==> src/logic/clock_unit_regs.svh <==
// Register indices, field values, reset values and timing counts of the clock unit
`ifndef CLOCK_UNIT_REGS_SVH
`define CLOCK_UNIT_REGS_SVH

// ------------------------------------------------------------
// Register indices (byte address is four times the index)
// ------------------------------------------------------------
`define CCS_INDEX 8'h2C
`define BEEP_INDEX 8'h2D
`define EVT_INDEX 8'h2E
`define EVT_MASK_INDEX 8'h2F
`define IDX_MSB 9
`define IDX_LSB 2
`define ADDR_HI_MSB 31
`define ADDR_HI_LSB 10

// ------------------------------------------------------------
// Field positions and reset values
// ------------------------------------------------------------
`define BEEP_RATE_MSB 1
`define BEEP_RATE_LSB 0
`define CCS_RESET 8'h00
`define BEEP_RESET 2'h0
`define BEEP_OFF 2'h0
`define EVT_EXPIRY_BIT 0
`define EVT_WAKE_BIT 1
`define EVT_RESET 2'h0

// ------------------------------------------------------------
// Bus encodings
// ------------------------------------------------------------
`define HTRANS_NONSEQ_BIT 1
`define HRESP_OKAY 1'h0

// ------------------------------------------------------------
// Time-base periods in oscillator cycles (16000, 32000, 80000, 200000)
// ------------------------------------------------------------
`define TB_PERIOD0 18'h03E80
`define TB_PERIOD1 18'h07D00
`define TB_PERIOD2 18'h13880
`define TB_PERIOD3 18'h30D40

// ------------------------------------------------------------
// Beep rates: reference oscillator 8 MHz, tones 2000, 1000, 500 Hz
// ------------------------------------------------------------
`define BEEP_REF_OSC_HZ 32'h007A1200
`define BEEP_FREQ1_HZ 32'h000007D0
`define BEEP_FREQ2_HZ 32'h000003E8
`define BEEP_FREQ3_HZ 32'h000001F4

`endif

==> src/logic/clock_unit_pkg.sv <==
// Types shared by the clock and time-base unit
package clock_unit_pkg;

   // Clock control/status register layout, bit 7 down to bit 0
   typedef struct packed {
      logic cpu_clock_output_select;
      logic [1:0] slow_clock_divider;
      logic slow_mode_select;
      logic [1:0] time_base_select;
      logic time_base_irq_enable;
      logic time_base_flag;
   } ccs_t;

   // Power state of the processor as seen by this unit
   typedef enum logic [2:0] {
      PS_RUN = 3'h1,
      PS_ACTIVE_HALT = 3'h2,
      PS_HALT = 3'h4
   } power_state_t;

   // Latched bus address phase
   typedef struct packed {
      logic write;
      logic in_range;
      logic [7:0] idx;
   } bus_req_t;

   // Drive of one port pin: level and active-low output enable
   typedef struct packed {
      logic o;
      logic oe_n;
   } pin_drive_t;

endpackage

==> src/logic/beep_gen.sv <==
// Square-wave beep tone generator
`include "clock_unit_regs.svh"

module beep_gen
   import clock_unit_pkg::*;
#(
   parameter logic [12:0] HALF1 = 13'(`BEEP_REF_OSC_HZ / (2 * `BEEP_FREQ1_HZ)),
   parameter logic [12:0] HALF2 = 13'(`BEEP_REF_OSC_HZ / (2 * `BEEP_FREQ2_HZ)),
   parameter logic [12:0] HALF3 = 13'(`BEEP_REF_OSC_HZ / (2 * `BEEP_FREQ3_HZ))
) (
   // Clock and reset
   input wire logic i_clk,
   input wire logic i_rst_n,
   // Control
   input wire logic [1:0] i_rate,
   input wire logic i_run,
   // Tone level
   output logic o_level
);

   logic [12:0] cnt_ff;
   logic [12:0] half;

   // Half period of the selected tone
   always_comb begin
      unique case (i_rate)
         2'h1: half = HALF1;
         2'h2: half = HALF2;
         2'h3: half = HALF3;
         default: half = HALF1;
      endcase
   end

   // Toggle every half period, park low when off, hold while frozen
   always_ff @(posedge i_clk) begin
      if (!i_rst_n) begin
         cnt_ff <= 13'h0000;
         o_level <= 1'b0;
      end else if (i_rate == `BEEP_OFF) begin
         cnt_ff <= 13'h0000;
         o_level <= 1'b0;
      end else if (i_run) begin
         if (cnt_ff >= half - 13'h0001) begin
            cnt_ff <= 13'h0000;
            o_level <= ~o_level;
         end else begin
            cnt_ff <= cnt_ff + 13'h0001;
         end
      end
   end

endmodule

==> src/logic/clock_and_time_base_unit.sv <==
// Main clock controller: processor clock divider, clock out, time base, beeper
`include "clock_unit_regs.svh"

// Notes on behaviour
// - Interrupt only when enabled and unmasked
// - Time base wakes active-halt, not halt
// - Select bit drives processor clock on pin; in normal mode the pin carries half the oscillator frequency
// - Clock out suppressed in active-halt
// - Slow divider: divide by 2, 4, 8, 16
// - Normal mode: processor clock equals oscillator
// - Periods 16000, 32000, 80000, 200000 cycles
// - New period applies after current one ends
// - Halt with enable set enters active-halt
// - Flag set on expiry, cleared by read
// - Beep off, 2 kHz, 1 kHz, 500 Hz
// - Beep keeps running in active-halt
// - Full halt freezes counter and control and beep registers
module clock_and_time_base_unit
   import clock_unit_pkg::*;
#(
   parameter logic [17:0] TB_PERIOD0 = `TB_PERIOD0,
   parameter logic [17:0] TB_PERIOD1 = `TB_PERIOD1,
   parameter logic [17:0] TB_PERIOD2 = `TB_PERIOD2,
   parameter logic [17:0] TB_PERIOD3 = `TB_PERIOD3,
   parameter logic [12:0] BEEP_HALF1 = 13'(`BEEP_REF_OSC_HZ / (2 * `BEEP_FREQ1_HZ)),
   parameter logic [12:0] BEEP_HALF2 = 13'(`BEEP_REF_OSC_HZ / (2 * `BEEP_FREQ2_HZ)),
   parameter logic [12:0] BEEP_HALF3 = 13'(`BEEP_REF_OSC_HZ / (2 * `BEEP_FREQ3_HZ))
) (
   // Oscillator clock and reset
   input wire logic i_clk,
   input wire logic i_rst_n,
   // AHB-Lite slave
   input wire logic i_hsel,
   input wire logic [31:0] i_haddr,
   input wire logic [1:0] i_htrans,
   input wire logic i_hwrite,
   input wire logic [2:0] i_hsize,
   input wire logic [31:0] i_hwdata,
   input wire logic i_hready,
   output logic o_hreadyout,
   output logic o_hresp,
   output logic [31:0] o_hrdata,
   // Processor side
   input wire logic i_halt_req,
   input wire logic i_wake_irq,
   input wire logic i_irq_masked,
   output logic o_cpu_clk_en,
   output logic o_tb_irq_req,
   output logic o_wake,
   output power_state_t o_power_state,
   // Event interrupt
   output logic o_irq,
   // Port pins
   output pin_drive_t o_clock_out_pin,
   output pin_drive_t o_beep_pin
);

   // ------------------------------------------------------------
   // Declarations
   // ------------------------------------------------------------
   bus_req_t req_ff;
   logic pend_ff;
   ccs_t ccs_ff;
   logic flag_ff;
   logic [1:0] beep_rate_ff;
   logic [1:0] evt_ff;
   logic [1:0] evt_mask_ff;
   logic [1:0] nxt_evt;
   logic [17:0] tb_cnt_ff;
   logic [1:0] tb_cur_ff;
   logic [17:0] tb_period;
   logic expiry;
   logic [3:0] div_cnt_ff;
   logic div_tick;
   logic div_level;
   logic halted;
   logic acc_wr;
   logic acc_rd;
   logic sel_ccs;
   logic sel_beep;
   logic sel_evt;
   logic sel_mask;
   logic beep_level;
   logic [31:0] rd_word;
   logic wake_now;
   logic beep_oe_n_ff;

   // ------------------------------------------------------------
   // Bus slave
   // ------------------------------------------------------------

   // Address phase capture; one wait state on every transfer
   always_ff @(posedge i_clk) begin
      if (!i_rst_n) begin
         req_ff <= '0;
         pend_ff <= 1'b0;
         o_hreadyout <= 1'b1;
      end else if (pend_ff) begin
         pend_ff <= 1'b0;
         o_hreadyout <= 1'b1;
      end else if (i_hsel && i_htrans[`HTRANS_NONSEQ_BIT] && i_hready) begin
         req_ff.write <= i_hwrite;
         req_ff.in_range <= (i_haddr[`ADDR_HI_MSB:`ADDR_HI_LSB] == '0);
         req_ff.idx <= i_haddr[`IDX_MSB:`IDX_LSB];
         pend_ff <= 1'b1;
         o_hreadyout <= 1'b0;
      end
   end

   // Response is always OKAY
   always_ff @(posedge i_clk) begin
      if (!i_rst_n) begin
         o_hresp <= `HRESP_OKAY;
      end else begin
         o_hresp <= `HRESP_OKAY;
      end
   end

   // Access strobes in the wait cycle of the data phase
   assign acc_wr = pend_ff && req_ff.write;
   assign acc_rd = pend_ff && !req_ff.write;
   assign sel_ccs = req_ff.in_range && (req_ff.idx == `CCS_INDEX);
   assign sel_beep = req_ff.in_range && (req_ff.idx == `BEEP_INDEX);
   assign sel_evt = req_ff.in_range && (req_ff.idx == `EVT_INDEX);
   assign sel_mask = req_ff.in_range && (req_ff.idx == `EVT_MASK_INDEX);

   // Read multiplexer; unmapped words read as zero
   always_comb begin
      rd_word = 32'h00000000;
      if (sel_ccs) begin
         rd_word[7:0] = {ccs_ff[7:1], flag_ff};
      end else if (sel_beep) begin
         rd_word[`BEEP_RATE_MSB:`BEEP_RATE_LSB] = beep_rate_ff;
      end else if (sel_evt) begin
         rd_word[1:0] = evt_ff;
      end else if (sel_mask) begin
         rd_word[1:0] = evt_mask_ff;
      end
   end

   // Read data register
   always_ff @(posedge i_clk) begin
      if (!i_rst_n) begin
         o_hrdata <= 32'h00000000;
      end else if (acc_rd) begin
         o_hrdata <= rd_word;
      end
   end

   // ------------------------------------------------------------
   // Control registers
   // ------------------------------------------------------------
   assign halted = (o_power_state == PS_HALT);

   // Control fields; frozen in full halt
   // freeze in halt
   always_ff @(posedge i_clk) begin
      if (!i_rst_n) begin
         ccs_ff <= ccs_t'(`CCS_RESET);
      end else if (acc_wr && sel_ccs && !halted) begin
         ccs_ff <= ccs_t'({i_hwdata[7:1], 1'b0});
      end
   end

   // Beep rate; reserved upper bits are not stored
   // reserved bits dropped
   always_ff @(posedge i_clk) begin
      if (!i_rst_n) begin
         beep_rate_ff <= `BEEP_RESET;
      end else if (acc_wr && sel_beep && !halted) begin
         beep_rate_ff <= i_hwdata[`BEEP_RATE_MSB:`BEEP_RATE_LSB];
      end
   end

   // Time-base flag: set on expiry, cleared by any read of the register
   // set wins clear
   always_ff @(posedge i_clk) begin
      if (!i_rst_n) begin
         flag_ff <= 1'b0;
      end else if (expiry) begin
         flag_ff <= 1'b1;
      end else if (acc_rd && sel_ccs) begin
         flag_ff <= 1'b0;
      end
   end

   // ------------------------------------------------------------
   // Event status, mask and interrupt line
   // ------------------------------------------------------------

   // Sticky events, write one to clear, a new event wins
   always_comb begin
      nxt_evt = evt_ff;
      if (acc_wr && sel_evt) begin
         nxt_evt = evt_ff & ~i_hwdata[1:0];
      end
      if (expiry) begin
         nxt_evt[`EVT_EXPIRY_BIT] = 1'b1;
      end
      if (wake_now) begin
         nxt_evt[`EVT_WAKE_BIT] = 1'b1;
      end
   end

   // Event status register
   always_ff @(posedge i_clk) begin
      if (!i_rst_n) begin
         evt_ff <= `EVT_RESET;
      end else begin
         evt_ff <= nxt_evt;
      end
   end

   // Event mask register, one lets the event through
   always_ff @(posedge i_clk) begin
      if (!i_rst_n) begin
         evt_mask_ff <= `EVT_RESET;
      end else if (acc_wr && sel_mask) begin
         evt_mask_ff <= i_hwdata[1:0];
      end
   end

   // Level interrupt while an unmasked event is pending
   always_ff @(posedge i_clk) begin
      if (!i_rst_n) begin
         o_irq <= 1'b0;
      end else begin
         o_irq <= |(nxt_evt & evt_mask_ff);
      end
   end

   // Processor time-base interrupt request
   // enable and global mask
   always_ff @(posedge i_clk) begin
      if (!i_rst_n) begin
         o_tb_irq_req <= 1'b0;
      end else begin
         o_tb_irq_req <= flag_ff && ccs_ff.time_base_irq_enable && !i_irq_masked;
      end
   end

   // ------------------------------------------------------------
   // Time-base counter
   // ------------------------------------------------------------

   // Period of the selection in force
   // period table
   always_comb begin
      unique case (tb_cur_ff)
         2'h0: tb_period = TB_PERIOD0;
         2'h1: tb_period = TB_PERIOD1;
         2'h2: tb_period = TB_PERIOD2;
         2'h3: tb_period = TB_PERIOD3;
      endcase
   end

   assign expiry = !halted && (tb_cnt_ff == tb_period - 18'h00001);

   // Count oscillator cycles; load new selection only at expiry
   // defer selection change
   always_ff @(posedge i_clk) begin
      if (!i_rst_n) begin
         tb_cnt_ff <= 18'h00000;
         tb_cur_ff <= 2'h0;
      end else if (expiry) begin
         tb_cnt_ff <= 18'h00000;
         tb_cur_ff <= ccs_ff.time_base_select;
      end else if (!halted) begin
         tb_cnt_ff <= tb_cnt_ff + 18'h00001;
      end
   end

   // ------------------------------------------------------------
   // Power state
   // ------------------------------------------------------------

   // Wake from active-halt on expiry or outside wake; halt only from outside
   // wake sources
   always_comb begin
      unique case (o_power_state)
         PS_ACTIVE_HALT: wake_now = expiry || i_wake_irq;
         PS_HALT: wake_now = i_wake_irq;
         default: wake_now = 1'b0;
      endcase
   end

   // Halt instruction picks active-halt when the interrupt is enabled
   // active-halt entry
   always_ff @(posedge i_clk) begin
      if (!i_rst_n) begin
         o_power_state <= PS_RUN;
      end else begin
         unique case (o_power_state)
            PS_RUN: begin
               if (i_halt_req) begin
                  o_power_state <= ccs_ff.time_base_irq_enable ? PS_ACTIVE_HALT : PS_HALT;
               end
            end
            PS_ACTIVE_HALT: begin
               if (wake_now) begin
                  o_power_state <= PS_RUN;
               end
            end
            PS_HALT: begin
               if (wake_now) begin
                  o_power_state <= PS_RUN;
               end
            end
            default: o_power_state <= PS_RUN;
         endcase
      end
   end

   // One-cycle wake pulse to the processor
   always_ff @(posedge i_clk) begin
      if (!i_rst_n) begin
         o_wake <= 1'b0;
      end else begin
         o_wake <= wake_now;
      end
   end

   // ------------------------------------------------------------
   // Processor clock divider and clock out
   // ------------------------------------------------------------

   // Free-running prescaler, stopped with the oscillator in halt
   always_ff @(posedge i_clk) begin
      if (!i_rst_n) begin
         div_cnt_ff <= 4'h0;
      end else if (!halted) begin
         div_cnt_ff <= div_cnt_ff + 4'h1;
      end
   end

   // Tick and level of the selected rate
   // slow divider
   always_comb begin
      div_tick = 1'b1;
      div_level = div_cnt_ff[0];
      if (ccs_ff.slow_mode_select) begin
         unique case (ccs_ff.slow_clock_divider)
            2'h0: div_tick = (div_cnt_ff[0] == 1'b1);
            2'h1: div_tick = (div_cnt_ff[1:0] == 2'h3);
            2'h2: div_tick = (div_cnt_ff[2:0] == 3'h7);
            2'h3: div_tick = (div_cnt_ff == 4'hF);
         endcase
         div_level = div_cnt_ff[ccs_ff.slow_clock_divider];
      end
   end

   // Processor clock enable, silent in both halt modes
   always_ff @(posedge i_clk) begin
      if (!i_rst_n) begin
         o_cpu_clk_en <= 1'b0;
      end else begin
         o_cpu_clk_en <= div_tick && (o_power_state == PS_RUN);
      end
   end

   // Clock out pin, released to the port when deselected or in active-halt
   // select drives pin
   always_ff @(posedge i_clk) begin
      if (!i_rst_n) begin
         o_clock_out_pin <= '{o: 1'b0, oe_n: 1'b1};
      end else begin
         o_clock_out_pin.o <= div_level && (o_power_state == PS_RUN);
         o_clock_out_pin.oe_n <= !ccs_ff.cpu_clock_output_select ||
                                 (o_power_state == PS_ACTIVE_HALT);
      end
   end

   // ------------------------------------------------------------
   // Beeper
   // ------------------------------------------------------------

   // Tone generator runs in run and active-halt
   // beep in active-halt
   beep_gen #(
      .HALF1(BEEP_HALF1),
      .HALF2(BEEP_HALF2),
      .HALF3(BEEP_HALF3)
   ) u_beep (
      .i_clk(i_clk),
      .i_rst_n(i_rst_n),
      .i_rate(beep_rate_ff),
      .i_run(!halted),
      .o_level(beep_level)
   );

   // Beep pin drive enable follows the rate selection
   // beep off releases pin
   always_ff @(posedge i_clk) begin
      if (!i_rst_n) begin
         beep_oe_n_ff <= 1'b1;
      end else begin
         beep_oe_n_ff <= (beep_rate_ff == `BEEP_OFF);
      end
   end

   // Whole pin struct from one driver: tone flop and enable flop
   assign o_beep_pin = '{o: beep_level, oe_n: beep_oe_n_ff};

   // Size field is accepted for any width; registers are whole words
   logic unused_hsize;
   assign unused_hsize = ^i_hsize;

endmodule

==> config.mk <==
export PLATFORM = sky130hd
export DESIGN_NAME = clock_and_time_base_unit
export DESIGN_NICKNAME = d
export VERILOG_FILES = /design/src/logic/clock_unit_pkg.sv /design/src/logic/beep_gen.sv /design/src/logic/clock_and_time_base_unit.sv
export VERILOG_INCLUDE_DIRS = /design/src /design/src/logic
export SDC_FILE = /design/constraint.sdc
export NUM_CORES = 1
export LEC_CHECK = 0
export BUFFER_PORTS_ARGS = -buffer_cell sky130_fd_sc_hd__buf_2
export CAP_MARGIN = 15
export CORE_MARGIN = 5
export CORE_UTILIZATION = 25
export CTS_BUF_LIST = sky130_fd_sc_hd__clkbuf_16
export DETAILED_ROUTE_END_ITERATION = 10
export SYNTH_ARGS = -nofsm -noshare
export SYNTH_HDL_FRONTEND = slang
export SYNTH_SLANG_ARGS = --single-unit
export TNS_END_PERCENT = 30
==> constraint.sdc <==
create_clock -name i_clk -period 3 [get_ports i_clk]
set_input_delay 0 -clock i_clk [delete_from_list [all_inputs] [get_ports i_clk]]
set_output_delay 0 -clock i_clk [all_outputs]
set_load 0.01 [all_outputs]
==> metrics.md, run 1 <==
| Metric | Value |
|---|---|
| Result of the run | complete, no violations |
| Fill cells | ~1.7k |
| Mean Syn Cell Area | around 8.7 µm² |
| Seq/Total Area, Yosys | just over 40% |
| Number of enable-type register cells in the synthesized netlist | 0 |
| Share of cells above drive strength 1 | between 10% and 20% |
| Async set or reset register ratio after synthesis | 0% |
| TritonCTS clock tree | yes |
| Detailed Route Iter0 Violations | approximately 130 |
| Cell at the root of the clock tree | sky130_fd_sc_hd__clkbuf_16 |
| Number of detailed-routing iterations run before antenna repair | 4 |
| Dominant cell by count in the synthesized netlist | sky130_fd_sc_hd__dfxtp_1 |
| Count of boundary I/O pins | between 100 and 150 |
| Cell variety after synth | 56 |
| Measured slew at the worst slew-check pin | around 680 ps |
| Number of flip-flops and latches in the synthesized netlist | 82 |
| Slew margin rel. | a little over half |
| Register-to-register setup slack | 710 ps |
| Synth warnings | 0 |
| Number of global-route vias before repair | between 2k and 3k |
| Number of CTS-inserted buffers | 9 |
| Most common library cells after synthesis | sky130_fd_sc_hd__dfxtp_1, sky130_fd_sc_hd__nor2_1, sky130_fd_sc_hd__nand2_1 |
| Netlist area before placement | between 0.004 and 0.005 mm² |
| Internal power | 1900 µW |
| Post-route fraction of the period consumed by the critical path | about three quarters |
| Register clock-pin slew on the reported worst setup and hold paths | about 60 ps |
| Switching fraction of total power | approximately 21% |
| Clock share of power | a little under half |
| Endpoint required time on the critical path | roughly 3300 ps |
| DRC violation count after routing | 0 |
| Fin. Hold Viols | 0 |
| Primary flip-flop cell chosen by synthesis mapping | sky130_fd_sc_hd__dfxtp_1 |
| Routability-driven placement congestion ratio | about 0.78 |
| Vertical extent of the die | about 140 µm |
| First-pass GRT wire length | approximately 14 mm |
| Post-detailed-routing wire length | a little under 9 mm |
| Cell types occupying the most area after synthesis | sky130_fd_sc_hd__dfxtp_1, sky130_fd_sc_hd__nor2_1, sky130_fd_sc_hd__buf_4 |
| Unrepaired setup endpoints after global routing | no |
| Number of sinks handled by clock tree synthesis | slightly above 80 |
| Overall overflow remaining after global route | 0 |
| Sequential Area | 0.00164 mm² |
| Width of the chip | 137 µm |
| Critical R2R Capture | u_beep.o_level$_SDFFE_PP0P_ |
| Finished Cell Area | approximately 0.005 mm² |
| Startpoint of the worst-slack reg-to-reg timing path | beep_rate_ff[0]$_SDFFE_PN0P_ |
| Max Clock Skew | approximately 7.3 ps |
| Vias after detailed routing | 3289 |
| Mean number of vias per cell | roughly 4.3 |
| Worst reg-to-reg path cell count | 8 |
| Hold/Removal Path Class | in2reg |
| Relative contribution of sequential cells to total power | between 40 and 50% |
| Initial cell density of the core | about a quarter |
| Number of max-cap violations | 0 |
| Max-slew violation total from the final report | 0 |
| Arrival @ worst endpoint | between 2000 and 3000 ps |
| Post-CTS Setup Inserts | 0 |
| Top-area cell type share of the netlist area | 40.9% |
| CP Class | reg2reg |
| Overall power consumption | roughly 2400 µW |
| Last element of the critical path | u_beep.o_level$_SDFFE_PP0P_ |
| Maximum resistive drop on vdd | ~0.00023 V |
| Combinational cell fraction of total power | ~6.5% |
| Number of diodes added for antenna fixing | 0 |
| Largest fanout on the critical path | 6 |
| Initial antenna violation count | 0 |
| Power per cell area | around 490 mW/mm² |
| Summed negative setup slack over all endpoints | 0 ps |
| Overall die area | approximately 0.019 mm² |
| Post-placement cell area | 0.00445 mm² |
| Startpoint Class | flip-flop |
| Core Rows | 46 |
| Min Tclk post-route | 2290 ps |
| Routed wire per std cell | roughly 12 µm |
| Hold buffer count at CTS | 23 |
| Launching instance or port of the critical path | beep_rate_ff[0]$_SDFFE_PN0P_ |
| Placeable core region | between 0.015 and 0.02 mm² |
| Net switching power | 521 µW |
| Number of levels in the clock H-tree | 3 |
| Largest net degree at the start of global routing | 40 |
| Biggest area consumer among synthesized cells | sky130_fd_sc_hd__dfxtp_1 |
| Clock latency reported for the late side of the worst-skew pair | 330 ps |
| Multi-input gate area | between 0.002 and 0.0025 mm² |
| Post-DRT Antenna Nets | 0 |
| Area grow syn2layout | 24.5% |
| # setup viols final | 0 |
| Final layout net count | 633 |
| Number of I/O port buffers | 66 |
| CP Capture Type | flip-flop |
| Gate count after technology mapping | 460 |
| Maximum buffer depth of the clock tree | 2 |
| Count of cells resized by post-cts repair | 0 |
| Total half-perimeter wirelength after legalization and detailed placement | 6.59 mm |
| GRT Util Overall | 9.45% |
| Leakage power | a little over 0.002 µW |
| FMAX | 0.437 GHz |
[per-stage QoR]
| stage | setup slack (ps) | std cells | hold WS, ps | util (%) |
|---|---|---|---|---|
| floorplan | 801 | 484 | 76.6 | - |
| global placement | 752 | 725 | 167 | 28.1 |
| detailed placement | 728 | 725 | 164 | 28.1 |
| CTS | 701 | 764 | 240 | 31.5 |
| global route | 524 | 764 | 285 | 31.5 |
| finish | 713 | 764 | 248 | 31.5 |
[layout make-up]
| class | instances | area share (%) |
|---|---|---|
| clock inverter | 7 | 1.73 |
| tap | 216 | 5.41 |
| inverter | 11 | 0.827 |
| timing repair buffer | 94 | 12.0 |
| multi-input combinational | 345 | 42.7 |
| clock buffer | 9 | 4.51 |
| sequential | 82 | 32.9 |
[placed cells by master, fill, tap and decap left out, types with 14 or more instances in the layout]
cell type	Yosys	routed
sky130_fd_sc_hd__xor2_1	19	19
sky130_fd_sc_hd__nor2_1	61	61
sky130_fd_sc_hd__buf_2	2	66
sky130_fd_sc_hd__xnor2_1	14	14
sky130_fd_sc_hd__dfxtp_1	82	82
sky130_fd_sc_hd__conb_1	1	25
sky130_fd_sc_hd__a21oi_1	24	24
sky130_fd_sc_hd__dlygate4sd3_1	0	23
sky130_fd_sc_hd__nand4_1	16	16
sky130_fd_sc_hd__nand2_1	48	48
[cell families (layout without fill, tap and decap cells)]
kind of cell	Yosys count	count (layout)	synth area share, %
AOI/OAI and AO/OA	70	70	11.5
xor gates and xnor gates	33	33	7.21
adders and majority gates	13	13	4.06
buffers and inverters	57	121	8.21
DFF	82	82	40.9
muxes	16	16	4.65
other	1	25	0.0935
and+or+nand+nor	188	188	23.4
[state kept, by name (all words and copies together), names as in the netlist, 3 cells and up]
signal and flops:
u_beep.cnt_ff 13, o_hrdata 8, req_ff 10, tb_cnt_ff 18, o_power_state 3, div_cnt_ff 4, ccs_ff 7
[how the worst min path moves through the flow]
stage          depth (start not counted)                 endpoint          from  slack (ps)
2_1_floorplan                          1  o_tb_irq_req$_SDFF_PN0_  i_irq_masked          80
3_3_place_gp                           2  o_tb_irq_req$_SDFF_PN0_  i_irq_masked         170
3_5_place_dp                           2  o_tb_irq_req$_SDFF_PN0_  i_irq_masked         160
4_1_cts                                3       pend_ff$_SDFF_PP0_      i_hready         240
5_1_grt                                3       pend_ff$_SDFF_PP0_      i_hready         290
6_report                               3       pend_ff$_SDFF_PP0_      i_hready         250
[power groups by stage]
stage | combinational (µW) | clock, µW | sequential, µW
2_1_floorplan | 102 | 0 | 1150
3_3_place_gp | 134 | 0 | 1150
3_5_place_dp | 135 | 0 | 1150
4_1_cts | 158 | 1170 | 1130
5_1_grt | 175 | 1220 | 1130
6_report | 157 | 1140 | 1130
[critical path, cell delays in order, from the launching register on]
cell	delay, ps
sky130_fd_sc_hd__dfxtp_1	430
sky130_fd_sc_hd__nand2_1	110
sky130_fd_sc_hd__ha_1	310
sky130_fd_sc_hd__ha_1	300
sky130_fd_sc_hd__nand4_1	90
sky130_fd_sc_hd__o311ai_0	360
sky130_fd_sc_hd__a31oi_1	120
sky130_fd_sc_hd__or3_1	350
sky130_fd_sc_hd__a21oi_1	130
[layer usage]
layer,part of all wire [%],vias up,global-route usage [%],routed length [µm]
met1,49,1513,12.7,4340
met5,0,-,0,0
met2,46,59,14.8,4130
met4,1.5,0,3.70,136
li1,-,1709,-,-
met3,3.8,8,2.06,338
(Power assumes the default switching activity.)
==> run 2: changes to the inputs <==
ABC_AREA = 1   (was unset)
clock period = 2.35 ns   (was 3 ns; I/O delays follow)
==> run 2 against run 1 <==
  * Combinational power grew to 3.1 times the previous value
  * Die area is 2.4% higher
  * Via count increased by 13%
  * Non-clock buffer count grew 4
  * Highest routed layer unchanged
  * Global-route usage increased by 0.78 points
  * Worst setup slack got worse by 510 ps
  * Sequential cell count did not move
  * Register-to-register slack worse by 510 ps
  * Final cell count grew 14%
  * Largest power group is now registers
==> metrics.md, run 2 <==
| Metric | Value |
|---|---|
| Result of the run | complete, no violations |
| Number of I/O port buffers | 66 (unchanged) |
| Cell type group with the largest total delay on the critical path | simple AND/OR/NAND/NOR gates |
| Fill cells | 1774 (+5.3%) |
| Power per cell area | 679 mW/mm² (+40%) |
| Slew margin rel. | 62.3% (+7.8 points) |
| Met2 track demand over resource in global routing | 17.1% (+2.3 points) |
| Seq/Total Area, Yosys | 39.9% (-1.0 points) |
| CP cell instances | inv_1, nor2_1, inv_1, ha_1, ha_1, a21oi_1, o21ai_0, a21boi_0, nand3b_1, nand2_1, nand2_4, nor3_1 |
| Number of flip-flops and latches in the synthesized netlist | 82 (unchanged) |
| Largest net degree at the start of global routing | 30 (-25%) |
| FMAX | 0.467 GHz (+6.7%) |
| Maximum resistive drop on vdd | 0.000391 V (+67%) |
| Routed wire per std cell | 11.1 µm (-5.5%) |
| Count of boundary I/O pins | 122 (unchanged) |
| Final core utilization | 31.7% (+0.16 points) |
| Commonest cells after routing, fill and taps aside | sky130_fd_sc_hd__nand2_1, sky130_fd_sc_hd__dfxtp_1, sky130_fd_sc_hd__nor2_1 |
| Routability-driven placement congestion ratio | 0.816 (+4.1%) |
| Dominant cell by count in the synthesized netlist | sky130_fd_sc_hd__nand2_1 |
| CP Capture Type | flip-flop |
| Number of max-cap violations | 0 (unchanged) |
| Placeable core region | 0.0163 mm² (+3.3%) |
| Final worst slack | 207 ps (-506 ps) |
| Fin. Hold Viols | 0 (unchanged) |
| Area grow syn2layout | 25.9% |
| Pre-CTS setup slack | 7.10 ps (-721 ps) |
| Number of levels in the clock H-tree | 3 (unchanged) |
| Register with the highest flop count | tb_cnt_ff |
| Synth warnings | 0 (unchanged) |
| Overall overflow remaining after global route | 0 (unchanged) |
| Startpoint Class | flip-flop |
| Arrival @ worst endpoint | 2410 ps (-140 ps) |
| CP Class | reg2reg |
| Measured slew at the worst slew-check pin | 565 ps (-112 ps) |
| Sequential Area | 0.00164 mm² (about the same) |
| TritonCTS clock tree | yes |
| Biggest area consumer among synthesized cells | sky130_fd_sc_hd__dfxtp_1 |
| Max-slew violation total from the final report | 0 (unchanged) |
| Mean Syn Cell Area | 7.50 µm² (-14%) |
| Core Rows | 47 (+2.2%) |
| Largest fanout on the critical path | 12 (+6) |
| Summed negative setup slack over all endpoints | 0 ps (unchanged) |
| Most crowded layer after global routing | met2 |
| Cell variety after synth | 44 (-21%) |
| Register clock-pin slew on the reported worst setup and hold paths | 60 ps (about the same) |
| Overall die area | 0.0191 mm² (+2.4%) |
| Instance count after placement with tap cells included | 829 (+14%) |
| Number of diodes added for antenna fixing | 0 (unchanged) |
| Leakage power | 0.00212 µW (+4.4%) |
| Async set or reset register ratio after synthesis | 0% (unchanged) |
| Vias after detailed routing | 3717 (+13%) |
| Share of cells above drive strength 1 | 20.3% (+3.0 points) |
| Number of enable-type register cells in the synthesized netlist | 0 (unchanged) |
| Number of detailed-routing iterations run before antenna repair | 4 (unchanged) |
| Width of the chip | 138 µm (+1.2%) |
| Number of CTS-inserted buffers | 9 (unchanged) |
| Top-area cell type share of the netlist area | 39.9% (-1.0 points) |
| Routing usage on met1 | 13.0% (+0.31 points) |
| Post-detailed-routing wire length | 9.62 mm (+7.5%) |
| Number of sinks handled by clock tree synthesis | 82 (unchanged) |
| Leading cell type in the layout, fill and taps excluded | sky130_fd_sc_hd__nand2_1 |
| Endpoint required time on the critical path | 2620 ps (-640 ps) |
| Netlist area before placement | 0.00412 mm² (+2.6%) |
| Initial cell density of the core | 25.2% (-0.16 points) |
| Detailed Route Iter0 Violations | 196 (+50%) |
| Met3 routing resource usage after global routing | 3.07% (+1.0 points) |
| Clock latency reported for the late side of the worst-skew pair | 340 ps (about the same) |
| Cell at the root of the clock tree | sky130_fd_sc_hd__clkbuf_16 |
| Most common library cells after synthesis | sky130_fd_sc_hd__nand2_1, sky130_fd_sc_hd__dfxtp_1, sky130_fd_sc_hd__nor2_1 |
| Slowest cell on the critical path | sky130_fd_sc_hd__dfxtp_2 |
| Gate count after technology mapping | 549 (+19%) |
| Initial antenna violation count | 0 (unchanged) |
| Hold/Removal Path Class | in2reg |
| Vertical extent of the die | 138 µm (+1.2%) |
| Unrepaired setup endpoints after global routing | no |
| Post-DRT Antenna Nets | 0 (unchanged) |
| GRT Util Overall | 10.2% (+0.78 points) |
| Cell types occupying the most area after synthesis | sky130_fd_sc_hd__dfxtp_1, sky130_fd_sc_hd__nand2_1, sky130_fd_sc_hd__nor2_1 |
| Primary flip-flop cell chosen by synthesis mapping | sky130_fd_sc_hd__dfxtp_1 |
| Post-route fraction of the period consumed by the critical path | 91.2% (+15 points) |
| DRC violation count after routing | 0 (unchanged) |
| Multi-input gate area | 0.00214 mm² (+0.29%) |
| Max FFs per register | 18 (unchanged) |
| Worst Path Buf+Inv | 2 (+2) |
| Cell Count, Final, Fillers Out | 869 (+14%) |
| Final layout net count | 734 (+16%) |
| Overall power consumption | 3520 µW (+45%) |
| Total half-perimeter wirelength after legalization and detailed placement | 7.31 mm (+11%) |
| First-pass GRT wire length | 16.6 mm (+17%) |
| Largest stage delay on the critical path | 350 ps (-80 ps) |
| Leading registers by flop count | tb_cnt_ff: 18 flops, u_beep.cnt_ff: 13 flops, req_ff: 10 flops |
| Number of global-route vias before repair | 3591 (+21%) |
| Mean number of vias per cell | 4.28 (-0.64%) |
| Maximum buffer depth of the clock tree | 2 (unchanged) |
| Max Clock Skew | 6.56 ps (-0.771 ps) |
| Min Tclk post-route | 2140 ps (-144 ps) |
| # setup viols final | 0 (unchanged) |
run 2: cell count changes after synthesis, moves of 11 or more:
cell | previous run | this run
sky130_fd_sc_hd__a21oi_1 | 24 | 39
sky130_fd_sc_hd__nand2b_1 | 11 | 0
sky130_fd_sc_hd__nor2_2 | 0 | 11
sky130_fd_sc_hd__mux2i_1 | 13 | 0
sky130_fd_sc_hd__inv_1 | 11 | 44
sky130_fd_sc_hd__o21ai_0 | 11 | 39
sky130_fd_sc_hd__nand2_1 | 48 | 93
run 2: routing by layer:
layer	part of all wire [%]	wire length [µm]
met5	0	0
met4	1.1	104
met3	4.9	471
met2	48	4590
met1	46	4450
run 2: path summary, 6_finish.rpt:
path         slack, ps                       endpoint                         start  depth (start not counted)
max reg2reg        210  u_beep.cnt_ff[2]$_SDFFE_PP0P_  beep_rate_ff[1]$_SDFFE_PN0P_                         12
max                210  u_beep.cnt_ff[2]$_SDFFE_PP0P_  beep_rate_ff[1]$_SDFFE_PN0P_                         12
min reg2reg        430  o_clock_out_pin[0]$_SDFF_PN1_        ccs_ff[7]$_SDFFE_PN0P_                          1
min                 30  o_power_state[0]$_SDFFE_PN1P_                    i_wake_irq                          5
run 2: report_power, final:
group          total, µW  internal [µW]  switching (µW)
Combinational        482            205             277
Clock               1520            929             589
Sequential          1520           1470            55.9
Total               3520           2600             921
run 2: what timing repair did:
action,4_1_cts,5_1_grt
setup buffers,0,0
gates resized for setup,1,2
endpoints found under the setup margin,2,13
hold buffers,24,0
hold endpoints to repair,26,0
pin swaps,0,0
run 2: final cells by class:
cell class | count | area share [%]
clock buffer | 9 | 4.35
clock inverter | 7 | 1.79
inverter | 48 | 3.48
multi-input combinational | 405 | 41.2
sequential | 82 | 31.7
tap | 220 | 5.31
timing repair buffer | 98 | 12.2
run 2: tightest hold or removal path: cells and delay by family:
family,cells,cell delay (ps)
AND/OR/NAND/NOR,3,200
buffers and inverters,2,140
run 2: cells by family (layout without fill, tap and decap cells):
| logic type | after synthesis | in the layout | synth area share [%] |
|---|---|---|---|
| compound gates | 96 | 96 | 12.9 |
| xor+xnor | 15 | 15 | 3.19 |
| buf+inv | 86 | 162 | 10.6 |
| other cells | 1 | 25 | 0.0911 |
| flops | 82 | 82 | 39.9 |
| fa+ha+maj | 13 | 13 | 3.95 |
| simple gates | 256 | 256 | 29.4 |
run 2: metrics by stage:
stage / instance area, µm² / hold slack, ps
after floorplan: 4210 / 76.6
after global routing: 5180 / 63.4
final: 5180 / 32.2
after global placement: 4620 / 196
after CTS: 5180 / 31.9
after detailed placement: 4620 / 198
